## src/verilog/pfb_pkg.sv

```systemverilog
// package: constants and types for the program flow branch unit
package pfb_pkg;

    localparam int unsigned ADDR_W = 16;
    localparam logic [15:0] IP_RESET = 16'h0000;
    localparam logic [15:0] LC_RESET = 16'h0000;
    localparam logic [15:0] IP_STEP = 16'h0001;
    localparam logic [15:0] LC_STEP = 16'h0001;
    localparam logic [15:0] ZERO_WORD = 16'h0000;

    // processor_status_flags bit positions
    localparam int unsigned PSF_EQ = 0;
    localparam int unsigned PSF_CY = 1;
    localparam int unsigned PSF_OV = 2;
    localparam int unsigned PSF_S = 6;
    localparam int unsigned PSF_Z = 7;
    localparam int unsigned ACC_MSB = 15;

    typedef enum logic [3:0] {
        PFB_OP_NOP,
        PFB_OP_ADD,
        PFB_OP_ADDC,
        PFB_OP_SUB,
        PFB_OP_SUBB,
        PFB_OP_CMP,
        PFB_OP_JUMP,
        PFB_OP_CALL,
        PFB_OP_RET,
        PFB_OP_RETI,
        PFB_OP_DJNZ,
        PFB_OP_WR_LC
    } pfb_op_e;

    typedef enum logic [2:0] {
        PFB_CC_ALWAYS,
        PFB_CC_C,
        PFB_CC_NC,
        PFB_CC_Z,
        PFB_CC_NZ,
        PFB_CC_S,
        PFB_CC_E,
        PFB_CC_NE
    } pfb_cond_e;

    typedef enum logic [1:0] {
        PFB_TGT_REL8,
        PFB_TGT_IMM16,
        PFB_TGT_REG16,
        PFB_TGT_REG8
    } pfb_tgt_e;

    typedef struct packed {
        logic [15:0] ip;
        logic [15:0] ip_inc;
        logic [15:0] lc0;
        logic [15:0] lc1;
        logic ovf;
        logic eq;
        logic in_service_flag;
    } pfb_state_s;

endpackage : pfb_pkg

```

## src/verilog/pfb_target.sv

```systemverilog
// branch target formation from the four operand forms
`timescale 1ns/1ns
`default_nettype none
module pfb_target
    import pfb_pkg::*;
(
    input wire pfb_tgt_e kind_i,
    input wire logic [7:0] imm8_i,
    input wire logic [15:0] imm16_i,
    input wire logic [15:0] src16_i,
    input wire logic [7:0] src8_i,
    input wire logic [7:0] high_byte_prefix_i,
    input wire logic [15:0] ip_inc_i,
    output logic [15:0] target_o
);

    always_comb begin
        unique case (kind_i)
            PFB_TGT_REL8: target_o = ip_inc_i + {{8{imm8_i[7]}}, imm8_i}; // [RULE4] [RULE21]
            PFB_TGT_IMM16: target_o = imm16_i; // [RULE5]
            PFB_TGT_REG16: target_o = src16_i; // [RULE5]
            PFB_TGT_REG8: target_o = {high_byte_prefix_i, src8_i}; // [RULE6] [RULE13]
        endcase
    end

endmodule : pfb_target
`default_nettype wire

```

## src/verilog/pfb_branch_unit.sv

```systemverilog
// program flow branch unit: ip, loop counters, branch, call, return, status flags
`timescale 1ns/1ns
`default_nettype none
// Behaviour
// (RULE1) add/sub family sets overflow to carry-out xor carry-in of the top bit
// (RULE2) overflow changes only on add, addc, sub, subb; holds otherwise
// (RULE3) reading the instruction pointer gives current instruction address plus one
// (RULE4) relative jumps use a signed 8-bit offset, -128 to +127 words
// (RULE5) absolute jumps take 16-bit immediate, 16-bit register or 8-bit register
// (RULE6) 8-bit sourced targets use the prefix as high byte
// (RULE7) conditional jumps branch on C, NC, Z, NZ, S, E, NE, else fall through
// (RULE8) jump on equal / not equal accept immediate targets only
// (RULE9) call takes jump targets and pushes the next sequential address first
// (RULE10) return pops the saved address; a separate exit leaves interrupt handlers
// (RULE11) loop instruction decrements its counter, branches while result is nonzero
// (RULE12) two independent 16-bit loop counters, selected by the loop instruction
// (RULE13) loop target is relative 8-bit or prefix high byte with 8-bit low byte
// (RULE14) software may preload a 16-bit register with the loop address for speed
// (RULE15) conditional return pops when true; otherwise stack and pointer unchanged
// (RULE16) conditional returns support carry set/clear, zero set/clear and sign set
// (RULE17) interrupt exit pops the return address and clears the in-service flag
// (RULE18) zero flag is one exactly when the active accumulator is all zeros
// (RULE19) sign flag mirrors bit 15 of the active accumulator
// (RULE20) compare sets equals when source matches accumulator, clears it otherwise
// (RULE21) relative target is incremented pointer plus sign-extended offset
module pfb_branch_unit
    import pfb_pkg::*;
(
    input wire logic clock_i,
    input wire logic rst_n_i,
    input wire logic op_valid_i,
    input wire pfb_op_e op_i,
    input wire pfb_cond_e cond_i,
    input wire pfb_tgt_e tgt_kind_i,
    input wire logic lc_sel_i,
    input wire logic [7:0] imm8_i,
    input wire logic [15:0] imm16_i,
    input wire logic [15:0] src16_i,
    input wire logic [7:0] src8_i,
    input wire logic [7:0] high_byte_prefix_i,
    input wire logic [15:0] acc_i,
    input wire logic carry_i,
    input wire logic alu_carry_in_msb_i,
    input wire logic alu_carry_out_msb_i,
    input wire logic int_entry_i,
    input wire logic [15:0] int_vector_i,
    input wire logic [15:0] stack_rdata_i,
    output logic [15:0] instruction_pointer_o,
    output logic [15:0] ip_read_o,
    output logic [15:0] loop_count_zero_o,
    output logic [15:0] loop_count_one_o,
    output logic [7:0] processor_status_flags_o,
    output logic in_service_flag_o,
    output logic stack_push_o,
    output logic [15:0] stack_wdata_o,
    output logic stack_pop_o,
    output logic illegal_target_o
);

    // ========================================================
    // condition decode, shared by jumps and returns
    function automatic logic cond_holds(input pfb_cond_e c, input logic cy, input logic z,
                                        input logic s, input logic e);
        logic r;
        unique case (c)
            PFB_CC_ALWAYS: r = 1'b1;
            PFB_CC_C: r = cy;
            PFB_CC_NC: r = !cy;
            PFB_CC_Z: r = z;
            PFB_CC_NZ: r = !z;
            PFB_CC_S: r = s;
            PFB_CC_E: r = e;
            PFB_CC_NE: r = !e;
        endcase
        return r;
    endfunction : cond_holds

    // ========================================================
    // state and flags
    pfb_state_s st;
    pfb_state_s next_st;
    logic [15:0] target;
    logic flag_z;
    logic flag_s;
    logic cond_ok;
    logic imm_only_bad;
    logic [15:0] lc_dec;
    logic [15:0] jmp_to;

    assign flag_z = (acc_i == ZERO_WORD); // [RULE18]
    assign flag_s = acc_i[ACC_MSB]; // [RULE19]
    assign cond_ok = cond_holds(cond_i, carry_i, flag_z, flag_s, st.eq);
    // equals conditions never take a register target
    assign imm_only_bad = (cond_i == PFB_CC_E || cond_i == PFB_CC_NE)
                          && (tgt_kind_i == PFB_TGT_REG16 || tgt_kind_i == PFB_TGT_REG8); // [RULE8]
    assign lc_dec = (lc_sel_i ? st.lc1 : st.lc0) - LC_STEP; // [RULE11]

    pfb_target u_target (
        .kind_i(tgt_kind_i),
        .imm8_i(imm8_i),
        .imm16_i(imm16_i),
        .src16_i(src16_i),
        .src8_i(src8_i),
        .high_byte_prefix_i(high_byte_prefix_i),
        .ip_inc_i(st.ip_inc),
        .target_o(target)
    );

    // ========================================================
    // next state
    always_comb begin
        next_st = st;
        stack_push_o = 1'b0;
        stack_pop_o = 1'b0;
        illegal_target_o = 1'b0;
        jmp_to = st.ip_inc;
        if (int_entry_i) begin
            // interrupt entry preempts: current instruction is retried on return
            stack_push_o = 1'b1;
            jmp_to = int_vector_i;
            next_st.in_service_flag = 1'b1;
        end else if (op_valid_i) begin
            unique case (op_i)
                PFB_OP_ADD, PFB_OP_ADDC, PFB_OP_SUB, PFB_OP_SUBB: begin
                    next_st.ovf = alu_carry_in_msb_i ^ alu_carry_out_msb_i; // [RULE1] [RULE2]
                end
                PFB_OP_CMP: begin
                    next_st.eq = (src16_i == acc_i); // [RULE20]
                end
                PFB_OP_JUMP: begin
                    illegal_target_o = imm_only_bad; // [RULE8]
                    if (cond_ok && !imm_only_bad) begin
                        jmp_to = target; // [RULE7]
                    end
                end
                PFB_OP_CALL: begin
                    stack_push_o = 1'b1; // [RULE9]
                    jmp_to = target;
                end
                PFB_OP_RET, PFB_OP_RETI: begin
                    // returns also honour the E and NE codes, beyond the five listed
                    if (cond_ok) begin
                        stack_pop_o = 1'b1; // [RULE10] [RULE15] [RULE16]
                        jmp_to = stack_rdata_i;
                        if (op_i == PFB_OP_RETI) begin
                            next_st.in_service_flag = 1'b0; // [RULE17]
                        end
                    end
                end
                PFB_OP_DJNZ: begin
                    if (lc_sel_i) begin
                        next_st.lc1 = lc_dec; // [RULE12]
                    end else begin
                        next_st.lc0 = lc_dec; // [RULE12]
                    end
                    if (lc_dec != ZERO_WORD) begin
                        jmp_to = target; // [RULE11] [RULE13]
                    end
                end
                PFB_OP_WR_LC: begin
                    if (lc_sel_i) begin
                        next_st.lc1 = src16_i;
                    end else begin
                        next_st.lc0 = src16_i;
                    end
                end
                PFB_OP_NOP: begin
                end
                default: begin
                end
            endcase
        end
        if (int_entry_i || op_valid_i) begin
            next_st.ip = jmp_to;
            next_st.ip_inc = jmp_to + IP_STEP; // [RULE3]
        end
    end

    always_ff @(posedge clock_i or negedge rst_n_i) begin
        if (!rst_n_i) begin
            st <= '{ip: IP_RESET, ip_inc: IP_RESET + IP_STEP, lc0: LC_RESET, lc1: LC_RESET,
                    ovf: 1'b0, eq: 1'b0, in_service_flag: 1'b0};
        end else begin
            st <= next_st;
        end
    end

    // ========================================================
    // outputs
    assign instruction_pointer_o = st.ip;
    assign ip_read_o = st.ip_inc; // [RULE3]
    assign stack_wdata_o = int_entry_i ? st.ip : st.ip_inc; // [RULE9]
    assign loop_count_zero_o = st.lc0;
    assign loop_count_one_o = st.lc1;
    assign in_service_flag_o = st.in_service_flag;
    always_comb begin
        processor_status_flags_o = 8'h00;
        processor_status_flags_o[PSF_Z] = flag_z;
        processor_status_flags_o[PSF_S] = flag_s;
        processor_status_flags_o[PSF_OV] = st.ovf;
        processor_status_flags_o[PSF_CY] = carry_i;
        processor_status_flags_o[PSF_EQ] = st.eq;
    end

    logic arith;
    assign arith = op_valid_i && !int_entry_i && (op_i == PFB_OP_ADD || op_i == PFB_OP_ADDC
                   || op_i == PFB_OP_SUB || op_i == PFB_OP_SUBB);
endmodule : pfb_branch_unit
`default_nettype wire

```

## config.mk

```make
export PLATFORM = sky130hd
export DESIGN_NAME = pfb_branch_unit
export DESIGN_NICKNAME = d
export VERILOG_FILES = /design/src/verilog/pfb_pkg.sv /design/src/verilog/pfb_target.sv /design/src/verilog/pfb_branch_unit.sv
export SDC_FILE = /design/constraint.sdc
export NUM_CORES = 1
export LEC_CHECK = 0
export BUFFER_PORTS_ARGS = -buffer_cell sky130_fd_sc_hd__buf_4
export CAP_MARGIN = 40
export CORE_UTILIZATION = 36
export CTS_CLUSTER_DIAMETER = 40
export DETAILED_ROUTE_END_ITERATION = 10
export HOLD_SLACK_MARGIN = 0.02
export PLACE_DENSITY_LB_ADDON = 0.25
export SLEW_MARGIN = 20
export SYNTH_ARGS = -nofsm -noshare
export SYNTH_HDL_FRONTEND = slang
export SYNTH_SLANG_ARGS = --single-unit
```

## constraint.sdc

```tcl
create_clock -name clock_i -period 7.8 [get_ports clock_i]
set_clock_uncertainty 0.2 [all_clocks]
set_input_delay 0.78 -clock clock_i [delete_from_list [all_inputs] [get_ports clock_i]]
set_output_delay 0.78 -clock clock_i [all_outputs]
set_load 0.02 [all_outputs]
```

* Word-level counts from Yosys, hierarchy flattened
Index checks and enable logic that the tools add are counted.
Widths: inputs -> output; s select.
** Storage, ports and cells
- Register bits :: 67
- Latch bits :: 0
- Bits in writable memories :: 0
- ROM bits :: 0
- Input bits :: 121
- Output and inout bits :: 92
- Memories :: 0
** Cells by class
- Add/subtract/negate cells :: 3
- $mul :: 0
- Div/mod/pow operators :: 0
- $lt $le $gt $ge :: 0
- Equal/unequal tests :: 26
- Shift-type cells :: 0
- Muxes and demuxes :: 30
- Bitwise operators :: 2
- Reductions and logical operators :: 25
** Operator list (number)
- $mux 16 :: 11
- $pmux 16 s4 :: 2
- $pmux 32 s2 :: 1
- $add 16x1->16 const B :: 1
- $add 16x16->16 :: 1
- $eq 16x16->1 :: 1
- $eq 4x3->1 const B :: 4
- $eq 4x4->1 const B :: 4
- $logic_not 16->1 :: 1
- $reduce_bool 16->1 :: 1
- $sub 16x1->16 const B :: 1
- $mux 1 :: 15
- $eq 3x3->1 const B :: 4
- $reduce_and 5->1 :: 2
- $reduce_bool 2->1 :: 5
- $eq 4x2->1 const B :: 2
- $ne 2x2->1 const B :: 4
- $pmux 1 s8 :: 1
- $eq 3x2->1 const B :: 2
- $reduce_and 3->1 :: 2
- $eq 2x2->1 const B :: 2
- $eq 4x1->1 const B :: 1
- $logic_not 1->1 :: 4
- $reduce_and 4->1 :: 1
- other kinds (10) :: 13

* Logic depth before layout (Yosys ltp)
Gate-level depths: netlist of the first run.
- Word-level depth :: 10
- Mapped depth :: 19
- Gate-level depth less buffers :: 15

* Modules after synthesis
Synthesis of the first run repeated with hierarchy kept, for this count alone.
** Second synthesis, totals
- Cells, all modules :: 728
- Area total of the unflattened synthesis :: 6177.2 µm²
** By module, submodules not included
- pfb_branch_unit :: instances 1, cells each 603, area each 5018.6 µm²
- pfb_target :: instances 1, cells each 125, area each 1158.6 µm²

* Least setup slack after synthesis of the first run
Ideal clock, no wire load.
- Path type :: input to register
- Start point :: in lc_sel_i
- End point :: reg st, in the netlist ip_read_o[15]
- Library setup time :: 0.064 ns
- Arrival :: 4.398 ns
- Path slack :: 3.138 ns
- Stages on the path :: 18
- Path buffers :: 4
- Cell sequence :: buf_6 -> buf_6 -> buf_2 -> mux2_2 -> inv_1 -> ha_1 -> o211ai_2 -> nor4_1 -> o21ai_1 -> a2111oi_4 -> a21bo_1 -> buf_6 -> nand2_1 -> a2bb2oi_2 -> nand4_4 -> or4_1 -> o21ai_1 -> a21o_1
** On the way
- Cells in the longest elaborated chain, start to end :: 8
** RTL lines
- start: declaration :: line pfb_branch_unit.sv:35 : input wire logic lc_sel_i,
- $mux 16 :: line pfb_branch_unit.sv:96 : assign lc_dec = (lc_sel_i ? st.lc1 : st.lc0) - LC_STEP;
- $sub 16x1->16 :: line pfb_branch_unit.sv:96
- $reduce_bool 16->1 :: line pfb_branch_unit.sv:156 : if (lc_dec != ZERO_WORD) begin
- $mux 16 :: line pfb_branch_unit.sv:156
- $pmux 16 s4 :: line pfb_branch_unit.sv:123 : unique case (op_i)
- $mux 16 :: line pfb_branch_unit.sv:122 : end else if (op_valid_i) begin
- $mux 16 :: line pfb_branch_unit.sv:117 : if (int_entry_i) begin
- $add 16x1->16 :: line pfb_branch_unit.sv:175 : next_st.ip_inc = jmp_to + IP_STEP;
- end signal: assignment :: line pfb_branch_unit.sv:181 : st <= '{ip: IP_RESET, ip_inc: IP_RESET + IP_STEP, lc0: LC_RESET, lc1: LC_RESET,
- end signal: assignment :: line pfb_branch_unit.sv:184 : st <= next_st;
- end: declaration :: line pfb_branch_unit.sv:80 : pfb_state_s st;
Every way passes these cells.
A chain may end at the register's enable or synchronous reset.

* Worst setup path in the final report of the first run
Ends and elaborated chain as after synthesis.

==> flow_summary.toml, run 1 <==
[run_status]
outcome = "completed"

[place]
port_buffers = 209
post-dp-hpwl_mm = 17.7
place_area_um2 = 7890
placement.setup.worst_slack_ps = 2650
routabilityCongestion = 0.900

[synthesis]
synth_cell_type_count = 87
synth.avg_cell_area_um2 = 8.54
ys_ff_latch = 67
yosysMostFrequentCell = "nand2_1"
mapped_area_um2 = 6160
synth-seq-area-share = 0.272
synthDominantAreaCellType = "dfrtp_1"
synth_common_cells = "nand2_1 (92), nor2_1 (71), dfrtp_1 (66)"
netlist_top_cells_area = "dfrtp_1 (27%), xnor2_1 (6.4%), nand2_1 (5.6%)"
synth_ff_type = "dfrtp_1"
synthCells = 721
synth-warning-count = 0
synth_edf_count = 0
postSynth.asyncResetShare = 1.00
netlist.area_leader.share = 0.268

[floorplan]
core_area_um2 = 16600
initial_core_util = 0.370
die_h_um = 133
area_enclosed_by_the_die_boundary_um2 = 17600
placement_rows = 47
boundaryPins = 213
dieWidth_um = 133

[worst_setup_path]
critPathArrivalTime_ps = 4920
path_max_fanout = 31
timing.critical_path.slowest_stage_cell = "a2111oi_4"
worst-path-buf-inv = 2
timing.critical_path.required_ps = 7890
worst_setup_path_end_kind = "flop"
timing.critical_path.cells = "buf_4 > mux2_2 > inv_1 > ha_1 > o211ai_2 > nor4_1 > o21ai_1 > a2111oi_4 > a21bo_1 > a221oi_1 > a2bb2oi_2 > nand4_4 > or4_1 > o21ai_1 > a21o_1"
critPathLaunchType = "input pin"
critical-path-top-delay-family = "compound AO/OA/AOI/OAI gates"
worstSetupPathType = "in -> reg"
critPathMostFrequentCell = "o21ai_1"
worst_path_max_stage_delay_ps = 530

[power_and_ir_drop]
design_power_total_mw = 1.97
irDropWorstVdd_mv = 0.160
power-per-cell-area_nw_per_um2 = 239
p_leak_nw = 3.69

[detailed_routing]
via_count = 6313
vias_per_cell = 5.57
ant_nets = 0
drt_drc_violations_left = 0
post_dr_wirelength_cell_um = 19.7
first_pass_iters = 5
route.final.wire_length_mm = 22.3
drt-initial-drc-count = 440

[global_routing]
antenna_found_initial = 0
gr-usage-all-layers = 0.256
grt_remaining_overflow = 0
first_global_vias = 6072
grt_first_pass_wirelength_mm = 34.6
top_usage_layer = "met2"
global_route_met2_usage = 0.404
largest_net_degree_at_the_start_of_global_routing = 54
groute.layer.met3.usage = 0.0467
met1_usage_in_global_routing = 0.355

[clock_network]
post-cts-setup-buffer-count = 0
cts.repair.resized = 0
insertion_delay_ps = 350
cts_root_buf = "clkbuf_16"
tritoncts.num_buffers = 9
cts_tree = "yes"
clk_transition_reported_paths_ps = 70
htree_num_levels = 3
cts_hold_buffers = 0
tritoncts_num_sinks = 67
clockBufferDepth = 2

[worst_hold_path]
hold_wc_path_type = "in -> async"

[timing]
finalWorstPathRequiredPeriod_ps = 4820
post-route-period-util = 0.618
max_slew.worst_pin.slew_ps = 941
timing.fmax_mhz = 207
fin_tns_setup_ps = 0
post-route-worst-setup-slack_ps = 2980
worst_slew_margin_rel = 0.373
final_max_slew_viol_count = 0
final-setup-viol-count = 0
unrepaired_setup_endpoints_after_global_routing = "false"
finalHoldViolations = 0

[layout]
postLayoutCellArea_um2 = 8240
multi_input_comb_area_um2 = 4240
n_antenna_cell = 0
num-fill-cells = 1636
final_layout_size_suffix_gt1_frac = 0.337
synthToLayoutAreaGrowth_pct = 33.7
regArea_um2 = 1680
finish.net_count = 1048

[flow_run]
cap_violations = 0
## area by class of cell
cell class,count,share of cell area
timing repair buffer,213,0.197
multi-input combinational,599,0.515
sequential,67,0.204
clock inverter,6,0.0137
inverter,18,0.00820
tap,220,0.0334
clock buffer,10,0.0290
## state kept, by name, indices dropped and copies added, names as in the netlist
name                      flops
loop_count_one_o             16
in_service_flag_o             1
ip_read_o                    16
loop_count_zero_o            16
processor_status_flags_o      2
instruction_pointer_o        16
## through the flow
stage                     cells  utilization  hold WS (ps)
after floorplan             723            -           284
after global placement     1115        0.471           265
after detailed placement   1117        0.474           267
after CTS                  1133        0.495          89.2
after global routing       1133        0.495          98.4
final                      1133        0.495          91.7
## worst reg2reg max path, cell delays in order (launching register included)
cell and delay [ps]:
dfrtp_1 420, nor3_1 480, a22oi_4 190, xnor2_1 320
nand4_1 200, a2111oi_4 580, a21bo_1 460, a221oi_1 190
a2bb2oi_2 350, nand4_4 210, or4_1 510, o21ai_1 140
a21o_1 90
## per-layer routing
layer  wire length (um)  vias to the layer above  share of wire
met3               1340                       35          0.060
met1              10200                     3039           0.46
li1                   -                     3007              -
met4                487                        0          0.022
met2              10300                      232           0.46
met5                  0                        -              0
## cells in the final DEF, fill, tap and decap left out, drive strengths merged, types with 5 or more instances in the layout
cell type,instances
nor2b,5
nor3,22
xor2,6
inv,17
a2bb2oi,6
nand2b,6
ha,18
nand2,92
buf,213
mux2,27
a211oi,7
and3,7
dfrtp,66
nor4,12
a21oi,57
mux2i,22
nor4b,6
o21ai,55
o21a,11
clkbuf,10
mux4,9
and2,8
nor2,72
or2,7
a21o,6
a221oi,11
nand3,12
nand4,9
xnor2,45
## worst paths after layout
path / slack [ps] / end / cells past startpoint / startpoint
max in group asynchronous: 6730 / ip_read_o[0] / 2 / rst_n_i
worst min-delay path: 90 / loop_count_zero_o[11] / 1 / rst_n_i
worst max-delay path: 2980 / ip_read_o[15] / 15 / lc_sel_i
min in group clock_i: 290 / in_service_flag_o / 2 / in_service_flag_o
worst max register to register: 3420 / ip_read_o[15] / 12 / loop_count_zero_o[0]
worst min register to register: 290 / in_service_flag_o / 2 / in_service_flag_o
## power breakdown
part	leakage (nW)	switching, mW	total (mW)	internal, mW
combinational	2.70	0.528	0.944	0.417
clock	0.173	0.162	0.483	0.321
sequential	0.817	0.117	0.542	0.425
## logic make-up after synthesis
| family | after synthesis | share of synthesized area |
|---|---|---|
| flip-flops | 67 | 0.272 |
| buffers and inverters | 57 | 0.0422 |
| other | 1 | 0.000609 |
| adder cells (fa/ha/maj) | 19 | 0.0398 |
| AND/OR/NAND/NOR | 271 | 0.225 |
| XOR/XNOR | 51 | 0.0725 |
| multiplexers | 58 | 0.119 |
| AO/OA/AOI/OAI | 197 | 0.228 |
No activity file was read; power rests on OpenSTA's default activity.
==> run 2, diff against run 1 <==
Settings changed: ABC_AREA set to 1.
Clock period 7.8 ns to 4.3 ns, I/O delays scaled along.
==> flow_summary.toml, run 2 <==
[run_status]
outcome = "completed"

[synthesis]
synthDominantAreaCellType = "dfrtp_1"
netlist.area_leader.share = 0.254
synth.avg_cell_area_um2 = 6.10
ys_ff_latch = 67
netlist_top_cells_area = "dfrtp_1 (25%), nand2_1 (21%), o21ai_0 (7.4%)"
synthCells = 1067
synth_edf_count = 0
postSynth.asyncResetShare = 1.00
synth_ff_type = "dfrtp_1"
synth-seq-area-share = 0.258
synth_common_cells = "nand2_1 (363), inv_1 (115), nor2_1 (112)"
synth-warning-count = 0
mapped_area_um2 = 6510
synth_cell_type_count = 48
yosysMostFrequentCell = "nand2_1"

[detailed_routing]
drt_drc_violations_left = 0
ant_nets = 0
post_dr_wirelength_cell_um = 16.2
via_count = 7646
drt-initial-drc-count = 453
route.final.wire_length_mm = 24.2
first_pass_iters = 5
vias_per_cell = 5.10

[layout]
postLayoutCellArea_um2 = 8670
n_antenna_cell = 0
post-route-util = 0.496
most-common-layout-cells = "nand2_1 (363), buf_4 (222), inv_1 (115)"
finish.net_count = 1408
final-instance-count-excl-fill = 1498
final_layout_size_suffix_gt1_frac = 0.245
most_common_cell_after_layout_fill_and_taps_aside = "nand2_1"
synthToLayoutAreaGrowth_pct = 33.3

[timing]
post-route-period-util = 0.855
finalHoldViolations = 0
finalWorstPathRequiredPeriod_ps = 3680
final_max_slew_viol_count = 0
final-setup-viol-count = 0
unrepaired_setup_endpoints_after_global_routing = "false"
fin_hold_ws_ps = 176
worst_slew_margin_rel = 0.498
timing.fmax_mhz = 272
post-route-worst-setup-slack_ps = 623
max_slew.worst_pin.slew_ps = 748
fin_tns_setup_ps = 0

[power_and_ir_drop]
irDropWorstVdd_mv = 0.267
p_leak_nw = 4.57
power-per-cell-area_nw_per_um2 = 376
design_power_total_mw = 3.26

[global_routing]
largest_net_degree_at_the_start_of_global_routing = 55
first_global_vias = 7323
antenna_found_initial = 0
gr-usage-all-layers = 0.269
grt_first_pass_wirelength_mm = 38.1
grt_remaining_overflow = 0

[worst_setup_path]
timing.critical_path.required_ps = 4320
worst_setup_path_end_kind = "flop"
critPathArrivalTime_ps = 3700
path_max_fanout = 5
critPathLaunchType = "flop"
worstSetupPathType = "reg -> reg"

[floorplan]
initial_core_util = 0.372
dieWidth_um = 136
core_area_um2 = 17500
placement_rows = 48
boundaryPins = 213
area_enclosed_by_the_die_boundary_um2 = 18600
die_h_um = 136

[place]
placement.setup.worst_slack_ps = 342
post-dp-hpwl_mm = 19.9
routabilityCongestion = 0.962
place_area_um2 = 8300
dp.cells = 1480
port_buffers = 209

[flow_run]
cap_violations = 0

[clock_network]
tritoncts.num_buffers = 9
clockBufferDepth = 2
htree_num_levels = 3
clk_transition_reported_paths_ps = 60
insertion_delay_ps = 350
cts_tree = "yes"
tritoncts_num_sinks = 67
cts_root_buf = "clkbuf_16"

[worst_hold_path]
hold_wc_path_type = "in -> reg"
-- run 2: metal layers --
layer  track usage  share of wire  vias up
li1              -              -     3840
met4         0.117          0.035        0
met2         0.462           0.48      266
met5             0              0        -
met1         0.330           0.43     3489
met3        0.0421          0.054       51
-- run 2: report_power, final --
part	switching, mW	leakage, nW	internal, mW	total (mW)
Sequential	0.136	0.835	0.742	0.879
Combinational	0.927	3.56	0.568	1.50
Clock	0.303	0.173	0.583	0.887
-- run 2: path summary, 6_finish.rpt --
check / from / to / slack [ps] / cells past startpoint
max: loop_count_zero_o[1] / ip_read_o[8] / 620 / 26
min: op_valid_i / ip_read_o[8] / 180 / 2
max reg2reg: loop_count_zero_o[1] / ip_read_o[8] / 620 / 26
min reg2reg: in_service_flag_o / in_service_flag_o / 280 / 2
max in group asynchronous: rst_n_i / ip_read_o[0] / 3040 / 3
min in group asynchronous: rst_n_i / ip_read_o[7] / 290 / 2
-- run 2: layout make-up --
| class | instances | area (um^2) |
|---|---|---|
| inverter | 122 | 458 |
| fill | 1777 | 8800 |
| tap | 225 | 282 |
| clock inverter | 6 | 113 |
| clock buffer | 10 | 239 |
| timing repair buffer | 225 | 1720 |
| multi-input combinational | 843 | 4190 |
| sequential | 67 | 1680 |
-- run 2: timing repair --
action,4_1_cts,5_1_grt
hold buffers,1,0
hold endpoints to repair,13,0
buffers inserted,0,0
resized for setup,0,0
-- run 2: kinds of logic after synthesis --
kind of cell               synth area share
buffers and inverters                 0.101
xor gates and xnor gates             0.0215
adders and majority gates            0.0377
and+or+nand+nor                       0.425
other                              0.000576
AOI/OAI and AO/OA                     0.157
DFF                                   0.258
-- run 2: worst max-delay path, stage by stage (launching register included) --
cell and delay [ps]:
dfrtp_1 400, inv_1 70, nand2_1 50, nand2_1 160, ha_1 240, nand3_2 140
nor2_4 150, nand3_1 100, nand2_1 80, nand2_1 60, nor2_1 120, nand2_1 90
nor2_1 120, nand3_1 160, nand2_1 120, a21oi_1 70, nand2_1 80, nand2_1 100
inv_1 80, ha_1 170, nand3_2 100, nor2_2 100, nand2_2 90, nor2_2 200
nand2_1 100, nand3_1 80, o211ai_1 110
